**config.mk**
```make
export PLATFORM = sky130hd
export DESIGN_NAME = power_control_battery_switchover
export DESIGN_NICKNAME = d
export VERILOG_FILES = /design/src/power_pkg.sv /design/src/power_control_battery_switchover.sv /design/src/scratch_mem.sv /design/src/sync_two_stage.sv
export SDC_FILE = /design/constraint.sdc
export NUM_CORES = 1
export LEC_CHECK = 0
export ABC_CLOCK_PERIOD_IN_PS = 3000
export BUFFER_PORTS_ARGS = -buffer_cell sky130_fd_sc_hd__buf_4
export CORE_MARGIN = 2
export CORE_UTILIZATION = 50
export DETAILED_ROUTE_END_ITERATION = 8
export GPL_TIMING_DRIVEN = 0
export PLACE_DENSITY = 0.82
export SLEW_MARGIN = 20
export SYNTH_ARGS = -nofsm -noshare
export SYNTH_HDL_FRONTEND = slang
export SYNTH_SLANG_ARGS = --single-unit
```
**constraint.sdc**
```tcl
create_clock -name ref_clk -period 3 [get_ports ref_clk]
set_clock_uncertainty 0.1 [all_clocks]
set_input_delay 0.6 -clock ref_clk [delete_from_list [all_inputs] [get_ports ref_clk]]
set_output_delay 0.6 -clock ref_clk [all_outputs]
set_load 0.05 [all_outputs]
```
**src/power_pkg.sv**
```systemverilog
package power_pkg;

  // --------------------------------------------------------------
  // Register addresses
  // --------------------------------------------------------------
  localparam logic [7:0] ADDR_WRITE_KEY      = 8'hC1;
  localparam logic [7:0] ADDR_POWER_CONTROL  = 8'hC5;
  localparam logic [7:0] ADDR_SUPPLY_FLAGS   = 8'hF8;
  localparam logic [7:0] ADDR_PERIPHERAL_CONFIG_REG_CONFIG  = 8'hF4;
  localparam logic [7:0] ADDR_SWITCH_CONFIG  = 8'hF5;
  localparam logic [7:0] ADDR_INT_PIN_CONFIG = 8'hFF;
  localparam logic [7:0] ADDR_SCRATCH_FIRST  = 8'hFB;
  localparam logic [7:0] ADDR_SCRATCH_LAST   = 8'hFE;

  // --------------------------------------------------------------
  // Field layout and reset values
  // --------------------------------------------------------------
  localparam logic [7:0] WRITE_KEY_VALUE     = 8'hA7;
  localparam logic [7:0] POWER_CONTROL_RESET = 8'h82;
  localparam int         PC_FIXED_ONE_BIT    = 7;
  localparam int         PC_METER_OFF_BIT    = 6;
  localparam int         PC_RESERVED5_BIT    = 5;
  localparam int         PC_CORE_OFF_BIT     = 4;
  localparam int         PC_FIXED_ZERO_BIT   = 3;
  localparam int         PC_DIVIDER_MSB      = 2;
  localparam int         SW_DISABLE_BIT      = 1;
  localparam int         SW_SELECT_MSB       = 1;
  localparam logic [1:0] SEL_MAIN_MONITOR    = 2'h0;
  localparam logic [1:0] SEL_SUPERVISORY     = 2'h1;
  localparam logic [1:0] PIN_CFG_BATTERY     = 2'h1;
  localparam int         PERIPHERAL_CONFIG_REG_SOURCE_BIT   = 6;
  localparam int         FLAG_RESTORE_BIT    = 7;
  localparam int         FLAG_SWITCHOVER_BIT = 1;
  localparam int         SCRATCH_WORDS       = 4;
  localparam int         SCRATCH_INDEX_W     = 2;

  typedef enum logic [1:0] {
    SRC_MAIN    = 2'b01,
    SRC_BATTERY = 2'b10
  } supply_src_e;

endpackage : power_pkg

```
**src/power_control_battery_switchover.sv**
```systemverilog
// Operation
// The fourth scratch byte is freely read and written and keeps its value in every low-power mode.
// Scratch bytes are cleared only when both main and battery supplies are lost.
// The metering shutdown bit turns off modulators and metering processing.
// The core shutdown bit stops the core and enters sleep while on battery.
// A three-bit divider field, reset 010, sets core clock to 4.096 MHz over two to its power.
// Power control bit 7 reads one, bit 3 reads zero, and software keeps bit 5 at zero.
// A power control write is accepted only right after writing 0xA7 to the key register.
// Switchover is enabled after reset and bit 1 of its configuration disables it.
// Peripheral configuration bit 6 reads one on main supply and zero on battery.
// With source select 01 a low supervisory input switches to battery.
// With source select 00 a low main supply switches to battery.
// With pin configuration X01 a falling edge on the control pin switches to battery.
// Return to main supply needs every enabled condition to be healthy.
// Metering converters are unavailable while on battery.
// Switching supplies never resets or stalls the processor.
// Each switch to battery and each return set latched flags cleared by writing zero.
// Comparator outputs and the control pin pass a two-stage synchronizer.
`timescale 1ns/1ps
`default_nettype none

module power_control_battery_switchover
  import power_pkg::*;
#(
  parameter int DIV_W = 3
) (
  input  wire logic             ref_clk,
  input  wire logic             rstn,
  input  wire logic             supplies_lost,
  input  wire logic [7:0]       sfr_addr,
  input  wire logic             sfr_wr,
  input  wire logic [7:0]       sfr_wdata,
  input  wire logic             sfr_rd,
  output logic      [7:0]       sfr_rdata,
  input  wire logic             main_supply_low,
  input  wire logic             supervisory_input_low,
  input  wire logic             battery_control_pin,
  output logic                  supply_is_main,
  output logic                  metering_enable,
  output logic                  core_stop,
  output logic      [DIV_W-1:0] core_clock_divider
);

  // --------------------------------------------------------------
  // State
  // --------------------------------------------------------------
  typedef struct packed {
    logic [7:0]  power_control_reg;
    logic        key_armed;
    logic [7:0]  switchover_config_reg;
    logic [2:0]  interrupt_pin_config_reg;
    logic        switchover_flag;
    logic        restore_flag;
    supply_src_e src;
    logic        pin_prev;
    logic [7:0]  rdata;
    logic        rd_scratch;
  } ctl_s;

  ctl_s state_q;
  ctl_s state_d;

  logic [2:0] raw_in;
  logic [2:0] sync_in;
  logic       s_main_low;
  logic       s_sup_low;
  logic       s_pin;
  logic       scratch_hit;
  logic       scratch_wr;
  logic [1:0] scratch_idx;
  logic [7:0] scratch_rdata;

  // --------------------------------------------------------------
  // Helpers
  // --------------------------------------------------------------
  function automatic logic [1:0] scratch_index(input logic [7:0] addr);
    logic [7:0] diff;
    diff = addr - ADDR_SCRATCH_FIRST;
    return diff[1:0];
  endfunction : scratch_index

  function automatic logic [7:0] pc_view(input logic [7:0] v);
    logic [7:0] r;
    r = v;
    r[PC_FIXED_ONE_BIT]  = 1'b1;
    r[PC_FIXED_ZERO_BIT] = 1'b0;
    return r;
  endfunction : pc_view

  function automatic logic is_main(input supply_src_e s);
    return (s == SRC_MAIN);
  endfunction : is_main

  // --------------------------------------------------------------
  // Input synchronizer
  // --------------------------------------------------------------
  // Pin inverted so a cleared stage reads as idle high
  assign raw_in = {~battery_control_pin, supervisory_input_low, main_supply_low};

  // two stages before decision
  sync_two_stage #(
    .WIDTH (3)
  ) u_sync (
    .ref_clk  (ref_clk),
    .rstn     (rstn),
    .async_in (raw_in),
    .sync_out (sync_in)
  );

  assign s_main_low = sync_in[0];
  assign s_sup_low  = sync_in[1];
  assign s_pin      = ~sync_in[2];

  // --------------------------------------------------------------
  // Scratch bytes
  // --------------------------------------------------------------
  assign scratch_hit = (sfr_addr >= ADDR_SCRATCH_FIRST) && (sfr_addr <= ADDR_SCRATCH_LAST);
  // plain read/write store
  assign scratch_wr  = sfr_wr && scratch_hit;
  assign scratch_idx = scratch_index(sfr_addr);

  scratch_mem u_scratch (
    .ref_clk       (ref_clk),
    .supplies_lost (supplies_lost),
    .wr_en         (scratch_wr),
    .wr_idx        (scratch_idx),
    .wr_data       (sfr_wdata),
    .rd_idx        (scratch_idx),
    .rd_data       (scratch_rdata)
  );

  // --------------------------------------------------------------
  // Next state
  // --------------------------------------------------------------
  always_comb begin
    logic       auto_off;
    logic       sup_en;
    logic       pin_en;
    logic       main_trip;
    logic       sup_trip;
    logic       pin_trip;
    logic       main_ok;
    logic       sup_ok;
    logic       pin_ok;
    logic       key_match;
    logic       to_battery;
    logic       to_main;
    logic [1:0] sel;
    auto_off   = 1'b0;
    sup_en     = 1'b0;
    pin_en     = 1'b0;
    main_trip  = 1'b0;
    sup_trip   = 1'b0;
    pin_trip   = 1'b0;
    main_ok    = 1'b0;
    sup_ok     = 1'b0;
    pin_ok     = 1'b0;
    key_match  = 1'b0;
    to_battery = 1'b0;
    to_main    = 1'b0;
    sel        = 2'h0;
    state_d    = state_q;

    state_d.pin_prev   = s_pin;
    state_d.rd_scratch = sfr_rd && scratch_hit;

    // ------------------------------------------------------------
    // Supply source choice
    // ------------------------------------------------------------
    // disable bit pins main supply
    auto_off = state_q.switchover_config_reg[SW_DISABLE_BIT];
    sel      = state_q.switchover_config_reg[SW_SELECT_MSB:0];
    // supervisory check enable
    sup_en   = (sel == SEL_SUPERVISORY);
    // control pin enable
    pin_en   = (state_q.interrupt_pin_config_reg[1:0] == PIN_CFG_BATTERY);

    // low main supply
    main_trip  = ((sel == SEL_MAIN_MONITOR) || sup_en) && s_main_low;
    sup_trip   = sup_en && s_sup_low;
    // Edge seen on the synchronized pin
    pin_trip   = pin_en && state_q.pin_prev && !s_pin;
    to_battery = main_trip || sup_trip || pin_trip;
    // all enabled conditions healthy
    main_ok    = !s_main_low;
    sup_ok     = !(sup_en && s_sup_low);
    pin_ok     = !(pin_en && !s_pin);
    to_main    = main_ok && sup_ok && pin_ok;

    // supply choice never touches core
    unique case (state_q.src)
      SRC_MAIN: begin
        if (!auto_off && to_battery) begin
          state_d.src = SRC_BATTERY;
        end
      end
      SRC_BATTERY: begin
        if (auto_off || to_main) begin
          state_d.src = SRC_MAIN;
        end
      end
      default: begin
        state_d.src = SRC_MAIN;
      end
    endcase

    // ------------------------------------------------------------
    // Register writes
    // ------------------------------------------------------------
    key_match = (sfr_addr == ADDR_WRITE_KEY) && (sfr_wdata == WRITE_KEY_VALUE);
    if (sfr_wr) begin
      // any write other than the key disarms
      state_d.key_armed = key_match;
      unique case (sfr_addr)
        ADDR_POWER_CONTROL: begin
          // locked unless armed
          if (state_q.key_armed) begin
            state_d.power_control_reg = pc_view(sfr_wdata);
          end
        end
        ADDR_SWITCH_CONFIG: begin
          state_d.switchover_config_reg = sfr_wdata;
        end
        ADDR_INT_PIN_CONFIG: begin
          state_d.interrupt_pin_config_reg = sfr_wdata[2:0];
        end
        ADDR_SUPPLY_FLAGS: begin
          // write zero clears
          if (!sfr_wdata[FLAG_SWITCHOVER_BIT]) begin
            state_d.switchover_flag = 1'b0;
          end
          if (!sfr_wdata[FLAG_RESTORE_BIT]) begin
            state_d.restore_flag = 1'b0;
          end
        end
        default: begin
        end
      endcase
    end

    // ------------------------------------------------------------
    // Flag events
    // ------------------------------------------------------------
    // set wins over clear
    if (is_main(state_q.src) && !is_main(state_d.src)) begin
      state_d.switchover_flag = 1'b1;
    end
    if (!is_main(state_q.src) && is_main(state_d.src)) begin
      state_d.restore_flag = 1'b1;
    end

    // ------------------------------------------------------------
    // Read data
    // ------------------------------------------------------------
    state_d.rdata = 8'h00;
    if (sfr_rd) begin
      unique case (sfr_addr)
        // fixed reserved bits
        ADDR_POWER_CONTROL:  state_d.rdata = pc_view(state_q.power_control_reg);
        ADDR_SWITCH_CONFIG:  state_d.rdata = state_q.switchover_config_reg;
        ADDR_INT_PIN_CONFIG: state_d.rdata = {5'h0, state_q.interrupt_pin_config_reg};
        ADDR_SUPPLY_FLAGS: begin
          state_d.rdata[FLAG_SWITCHOVER_BIT] = state_q.switchover_flag;
          state_d.rdata[FLAG_RESTORE_BIT]    = state_q.restore_flag;
        end
        // source status bit
        ADDR_PERIPHERAL_CONFIG_REG_CONFIG:  state_d.rdata[PERIPHERAL_CONFIG_REG_SOURCE_BIT] = is_main(state_q.src);
        default:             state_d.rdata = 8'h00;
      endcase
    end
  end

  // --------------------------------------------------------------
  // Registers
  // --------------------------------------------------------------
  always_ff @(posedge ref_clk) begin
    if (!rstn) begin
      // divider resets to 010
      state_q                          <= '0;
      state_q.power_control_reg        <= POWER_CONTROL_RESET;
      state_q.src                      <= SRC_MAIN;
      state_q.pin_prev                 <= 1'b1;
    end else begin
      state_q <= state_d;
    end
  end

  // --------------------------------------------------------------
  // Outputs
  // --------------------------------------------------------------
  assign sfr_rdata          = state_q.rd_scratch ? scratch_rdata : state_q.rdata;
  assign supply_is_main     = is_main(state_q.src);
  // divider exponent out
  assign core_clock_divider = state_q.power_control_reg[PC_DIVIDER_MSB:0];
  // metering off bit
  // no metering on battery
  assign metering_enable    = supply_is_main && !state_q.power_control_reg[PC_METER_OFF_BIT];
  // core stop only on battery
  assign core_stop          = !supply_is_main && state_q.power_control_reg[PC_CORE_OFF_BIT];

endmodule : power_control_battery_switchover

`default_nettype wire

```
**src/scratch_mem.sv**
```systemverilog
`timescale 1ns/1ps
`default_nettype none

module scratch_mem
  import power_pkg::*;
#(
  parameter int WORDS = SCRATCH_WORDS,
  parameter int IDX_W = SCRATCH_INDEX_W
) (
  input  wire logic             ref_clk,
  input  wire logic             supplies_lost,
  input  wire logic             wr_en,
  input  wire logic [IDX_W-1:0] wr_idx,
  input  wire logic [7:0]       wr_data,
  input  wire logic [IDX_W-1:0] rd_idx,
  output logic      [7:0]       rd_data
);

  typedef struct packed {
    logic [WORDS-1:0][7:0] words;
    logic [7:0]            rdata;
  } mem_s;

  mem_s state_q;
  mem_s state_d;

  always_comb begin
    state_d       = state_q;
    state_d.rdata = state_q.words[rd_idx];
    if (wr_en) begin
      state_d.words[wr_idx] = wr_data;
    end
  end

  // only total supply loss clears
  always_ff @(posedge ref_clk) begin
    if (supplies_lost) begin
      state_q <= '0;
    end else begin
      state_q <= state_d;
    end
  end

  assign rd_data = state_q.rdata;

endmodule : scratch_mem

`default_nettype wire

```
**src/sync_two_stage.sv**
```systemverilog
`timescale 1ns/1ps
`default_nettype none

module sync_two_stage #(
  parameter int WIDTH = 3
) (
  input  wire logic             ref_clk,
  input  wire logic             rstn,
  input  wire logic [WIDTH-1:0] async_in,
  output logic      [WIDTH-1:0] sync_out
);

  typedef struct packed {
    logic [WIDTH-1:0] first;
    logic [WIDTH-1:0] second;
  } sync_s;

  sync_s state_q;
  sync_s state_d;

  always_comb begin
    state_d.first  = async_in;
    state_d.second = state_q.first;
  end

  always_ff @(posedge ref_clk) begin
    if (!rstn) begin
      state_q <= '0;
    end else begin
      state_q <= state_d;
    end
  end

  assign sync_out = state_q.second;

endmodule : sync_two_stage

`default_nettype wire
```
# Yosys cells after proc, flatten, opt, wreduce, memory -nomap -nowiden
# Cells that the tools add are included.
dict set report totals {
  reg_bits 78
  output_inout_bits 14
}
dict set report op_classes {
  add_sub_neg 1
  magnitude_cmp 4
  n_eq_ne 14
  mux 20
  n_bitwise 2
  n_reduce_logical 39
}
# operator count
set ops {}
lappend ops {{== test 8 bit (second input constant)} 7}
lappend ops {{bitwise mux 32 bit} 1}
lappend ops {{2-to-1 mux 8 bit} 3}
lappend ops {{logical AND 1 bit} 17}
lappend ops {{binary-select mux 8 bit (select 2 bit)} 1}
lappend ops {{demux 8 bit (select 2 bit)} 1}
lappend ops {{one-hot mux 4 bit (3 select lines)} 1}
lappend ops {{one-hot mux 1 bit (3 select lines)} 3}
lappend ops {{AND reduction 3 bit} 3}
lappend ops {{== test 2 x 1 -> 1 bit (second input constant)} 4}
lappend ops {{greater-or-equal comparator 8 bit (second input constant)} 1}
lappend ops {{<= comparator 8 bit (second input constant)} 1}
lappend ops {{2-to-1 mux 2 bit} 4}
lappend ops {{nonzero test 2 bit} 4}
lappend ops {{zero test 1 bit} 7}
lappend ops {{AND reduction 2 bit} 3}
lappend ops {{logical OR 1 bit} 4}
lappend ops {{2-to-1 mux 1 bit} 4}
lappend ops {{!= test 2 x 1 -> 1 bit (second input constant)} 2}
lappend ops {{one-hot mux 1 bit (4 select lines)} 1}
lappend ops {{one-hot mux 2 bit (2 select lines)} 1}
lappend ops {{< comparator 2 x 3 -> 1 bit (second input constant)} 1}
lappend ops {{== test 2 bit (second input constant)} 1}
lappend ops {{greater-or-equal comparator 2 x 1 -> 1 bit (second input constant)} 1}
lappend ops {{other kinds (3)} 4}

# Depth between registers and ports, before layout
dict set report logic_depth {
  word_depth 13
  depth_mapped 9
  ltp_nobuf 7
}

# Cells and area by module
# From an unflattened synthesis, not the netlist that was laid out.
dict set report unflattened {
  cells_unflattened 352
  hier_area_um2 3517.1
}
# module n_inst cells_each area_per_inst_um2
set modules_own_cells {}
lappend modules_own_cells {scratch_mem 1 164 1761.7}
lappend modules_own_cells {power_control_battery_switchover 1 176 1597.8}
lappend modules_own_cells {sync_two_stage 1 12 157.7}

# Worst setup path after synthesis
# OpenSTA, ideal clock, no wires.
dict set report synth_path {
  path_type {in2reg}
  startpoint {in sfr_addr[0]}
  endpoint {reg u_scratch.state_q[11] (netlist name)}
  t_arrival_ps 2262
  required_ps 2768
  setup_slack_ps 506
  stages 9
  n_path_buf 2
  cell_sequence {clkbuf_1 > inv_1 > ha_1 > buf_6 > and3b_2 > nor4_4 > nand2_1 > nand2_1 > a21oi_1}
}
dict set report synth_via {
  elab_chain_len 6
  elab_cells_between_ends 11
}
# element line_no
set synth_rtl {}
lappend synth_rtl {{start, declared} power_control_battery_switchover.sv:30} ;# input wire logic [7:0] sfr_addr,
lappend synth_rtl {{subtractor 2 bit} power_control_battery_switchover.sv:78} ;# diff = addr - ADDR_SCRATCH_FIRST;
lappend synth_rtl {{< comparator 2 x 3 -> 1 bit (not written as such) / greater-or-equal comparator 2 x 1 -> 1 bit (equally long branches)} scratch_mem.sv:31} ;# state_d.words[wr_idx] = wr_data;
lappend synth_rtl {{logical AND 1 bit (not written as such)} scratch_mem.sv:31}
lappend synth_rtl {{2-to-1 mux 8 bit (not written as such)} scratch_mem.sv:31}
lappend synth_rtl {{demux 8 bit (select 2 bit)} --}
lappend synth_rtl {{bitwise mux 32 bit} scratch_mem.sv:31}
lappend synth_rtl {{end signal, assigned} scratch_mem.sv:40} ;# state_q <= state_d;
lappend synth_rtl {{end, declared} scratch_mem.sv:24} ;# mem_s state_q;
# Parallel ways exist; a longest one is shown, timed or not.
# A chain may end at the register's enable or synchronous reset.

# Worst setup path after layout
dict set report layout_path {
  startpoint {in sfr_addr[0]}
  endpoint {reg u_scratch.state_q[38] (netlist name)}
}
# Same word-level chain as after synthesis.

==> out/qor.csv <==
stage,metric,value,unit
power_and_ir_drop,P_leak,1.52,nW
logic_synthesis,sequential element share of the synthesized area,46.7,%
floorplanning,FP Rows,29,
power_and_ir_drop,PwrDens,546,nW/um2
route,WL met1,3630,um
timing,Final setup viols,0,
finish,area grow syn2layout,16.1,%
route,routed len/inst,17.4,um
clock_network,"Hold-fix buffers, CTS",0,
route,Total Wirelength,8470,um
critical_path,Worst path most repeated cell,nand2_1,
logic_synthesis,Yosys reg bits,78,
power_and_ir_drop,Power Total,0.00212,W
logic_synthesis,Main synth FF type,dfxtp_1,
logic_synthesis,"Avg Cell Area, Syn",9.22,um2
logic_synthesis,"Warnings, synthesis",0,
logic_synthesis,synth top area cells,"dfxtp_1 47%, a21oi_1 6.6%, nand3_1 6.4%, nand2_1 5.9%, mux4_2 5.4%",
critical_path,arrival time at the worst endpoint,3.01,ns
finish,fraction of layout cells with a size suffix above 1,20.7,%
global_route,largest net degree at the start of global routing,13,
floorplanning,# IOs,38,
clock_network,CTS tree,built,
floorplanning,Core ar.,6420,um2
clock_network,Max clock buf depth,2,
power_and_ir_drop,Max VDD drop,0.208,mV
worst_hold_path,HP Class,input port to flop,
route,via/cell ratio,5.85,
timing,Slew Limit Fails,0,
floorplanning,starting density of the core,52.1,%
critical_path,"slowest stage cell, crit path",nor4_4,
logic_synthesis,post-synthesis cell type count,41,
route,wire length on met2,4030,um
critical_path,crit path max fanout,10,
flow_run,maxcap violations,0,
clock_network,Root Buffer,clkbuf_8,
critical_path,CP Launch Type,input port,
route,Highest Signal Layer,met4,
finish,ant diodes,0,
route,via count,2856,
logic_synthesis,area share of the largest cell type after synthesis,46.7,%
route,First-pass DRT Iterations,7,
clock_network,Clock Sinks,78,
route,first-iteration detailed-routing DRC count,299,
timing,RSZ-0062 raised after global routing,no,
critical_path,Crit. End Element,flop,
floorplanning,die height,85.8,um
floorplanning,chip width,85.8,um
timing,worst-margin pin slew,0.594,ns
timing,final hold violation count,0,
route,wire length on met3,624,um
timing,Slew HR,60.1,%
logic_synthesis,synthesized area,3350,um2
placement,placed wire-length estimate,5900,um
run_status,failing checks,design-rule violations,
clock_network,clk_lat worst skew,0.35,ns
timing,Final Critical Period,2.89,ns
critical_path,Critical Path Max Stage Delay,0.56,ns
placement,Port Buf Inserts,32,
timing,Final period util,96.3,%
critical_path,crit-path cells,buf_4 > clkbuf_1 > inv_1 > ha_1 > buf_6 > and3b_2 > nor4_4 > nand2_1 > nand2_1 > a21oi_1,
global_route,initial antenna violation count,0,
logic_synthesis,syn nets,393,
timing,maximum clock rate,0.346,GHz
logic_synthesis,number of synthesized flops with an enable pin,0,
floorplanning,die area,7360,um2
finish,fin nets,436,
global_route,first-pass GRT wire length,13600,um
global_route,GRT Total Usage,24.1,%
clock_network,# Post-CTS Setup Buffers,0,
logic_synthesis,Synth area leader,dfxtp_1,
global_route,number of global-route vias before repair,2801,
clock_network,CTS Buf Count,9,
timing,Worst Hold Margin,0.288,ns
run_status,status,"complete, but fails checks",
clock_network,CTS resizes,0,
global_route,gr ovfl total,0,
logic_synthesis,cells after synthesis,363,
clock_network,Worst-path clk slew,0.08,ns
placement,Placer Congestion,0.847,
logic_synthesis,asr flop ratio synth,0,%
clock_network,Clock H-tree levels,3,
route,# DRC,1,
critical_path,CP Data Required Time,3.12,ns
critical_path,worst setup path class,input port to flop,
route,Final ANT Viol Nets,0,
-- path summary, 6_finish.rpt --
kind | from | to | slack (ns) | cells past startpoint
setup / recovery | sfr_addr[0] | u_scratch.state_q[38] | 0.11 | 10
hold / removal | battery_control_pin | u_sync.state_d[2] | 0.29 | 2
setup reg to reg | state_q[11] | state_q[13] | 1.33 | 7
hold reg to reg | u_sync.sync_out[2] | state_q[9] | 0.30 | 1
-- cells by family after synthesis --
group	share of synthesized area, %
adder cells (fa/ha/maj)	2.24
buffers and inverters	5.68
AND/OR/NAND/NOR	22.7
AO/OA/AOI/OAI	11.4
multiplexers	11.4
flip-flops	46.7
-- worst max-delay path: cells and delay by family --
| kind | cells | cell delay, ns |
|---|---|---|
| AND/OR/NAND/NOR | 4 | 1.36 |
| buffers and inverters | 4 | 0.76 |
| adder cells (fa/ha/maj) | 1 | 0.19 |
| AO/OA/AOI/OAI | 1 | 0.09 |
-- per-stage QoR --
stage | setup TNS (ns) | setup WS (ns) | cells | area, um2 | utilization (%)
after global placement | -1.23 | -0.0513 | 472 | 3680 | 57.4
after floorplan | 0 | 0.506 | 363 | 3350 | -
after CTS | 0 | 0.168 | 488 | 3880 | 60.5
final | 0 | 0.112 | 488 | 3880 | 60.5
after global routing | 0 | 0.0199 | 488 | 3880 | 60.5
after detailed placement | -4.71 | -0.171 | 472 | 3680 | 57.4
-- power by group --
group,switching [W],internal (W)
combinational,0.000161,0.0000898
sequential,0.0000155,0.00106
clock,0.000370,0.000429
-- registers in the layout, indices dropped and copies added (netlist names) --
name                flops
u_scratch.rd_data       8
u_sync.sync_out         3
u_sync.state_d          3
u_scratch.state_q      32
state_q                29
core_clock_divider      3
-- metal layers --
metal	vias to the layer above	global-route usage (%)
li1	1352	-
met1	1354	31.1
met2	131	39.2
met3	19	5.68
met4	0	9.81
met5	-	0
-- synthesized netlist by cell type (all sizes together) (8+ instances only) --
cell,instances
dfxtp,78
mux2i,11
mux4,8
clkbuf,10
inv,8
mux2,8
buf,18
a21oi,44
nand3,44
nor2,22
nand2,53
nor2b,10
-- layout make-up --
| class | instances | area, um2 |
|---|---|---|
| fill | 538 | 2540 |
| multi-input combinational | 249 | 1600 |
| sequential | 78 | 1560 |
| timing repair buffer | 32 | 240 |
| buffer | 28 | 160 |
| clock buffer | 13 | 159 |
| tap | 77 | 96.3 |
| clock inverter | 3 | 42.5 |
| inverter | 8 | 30.0 |
-- cell usage in the layout (no fill, tap or decap), types with 3 or more instances in the layout --
cell type  instances
clkbuf_1          12
mux4_2             8
a22oi_1            3
mux2_2             8
ha_1               6
nand3_1           43
a32oi_1            3
mux2i_1           11
clkbuf_8          11
nor2_1            22
and3_1             3
a22o_1             3
nor2b_1           10
nand2_1           53
buf_2             11
nand4b_1           3
a21oi_1           44
inv_1              8
and2_1             7
buf_4             35
dfxtp_1           78
buf_6              4
No activity file was read; power rests on OpenSTA's default activity.
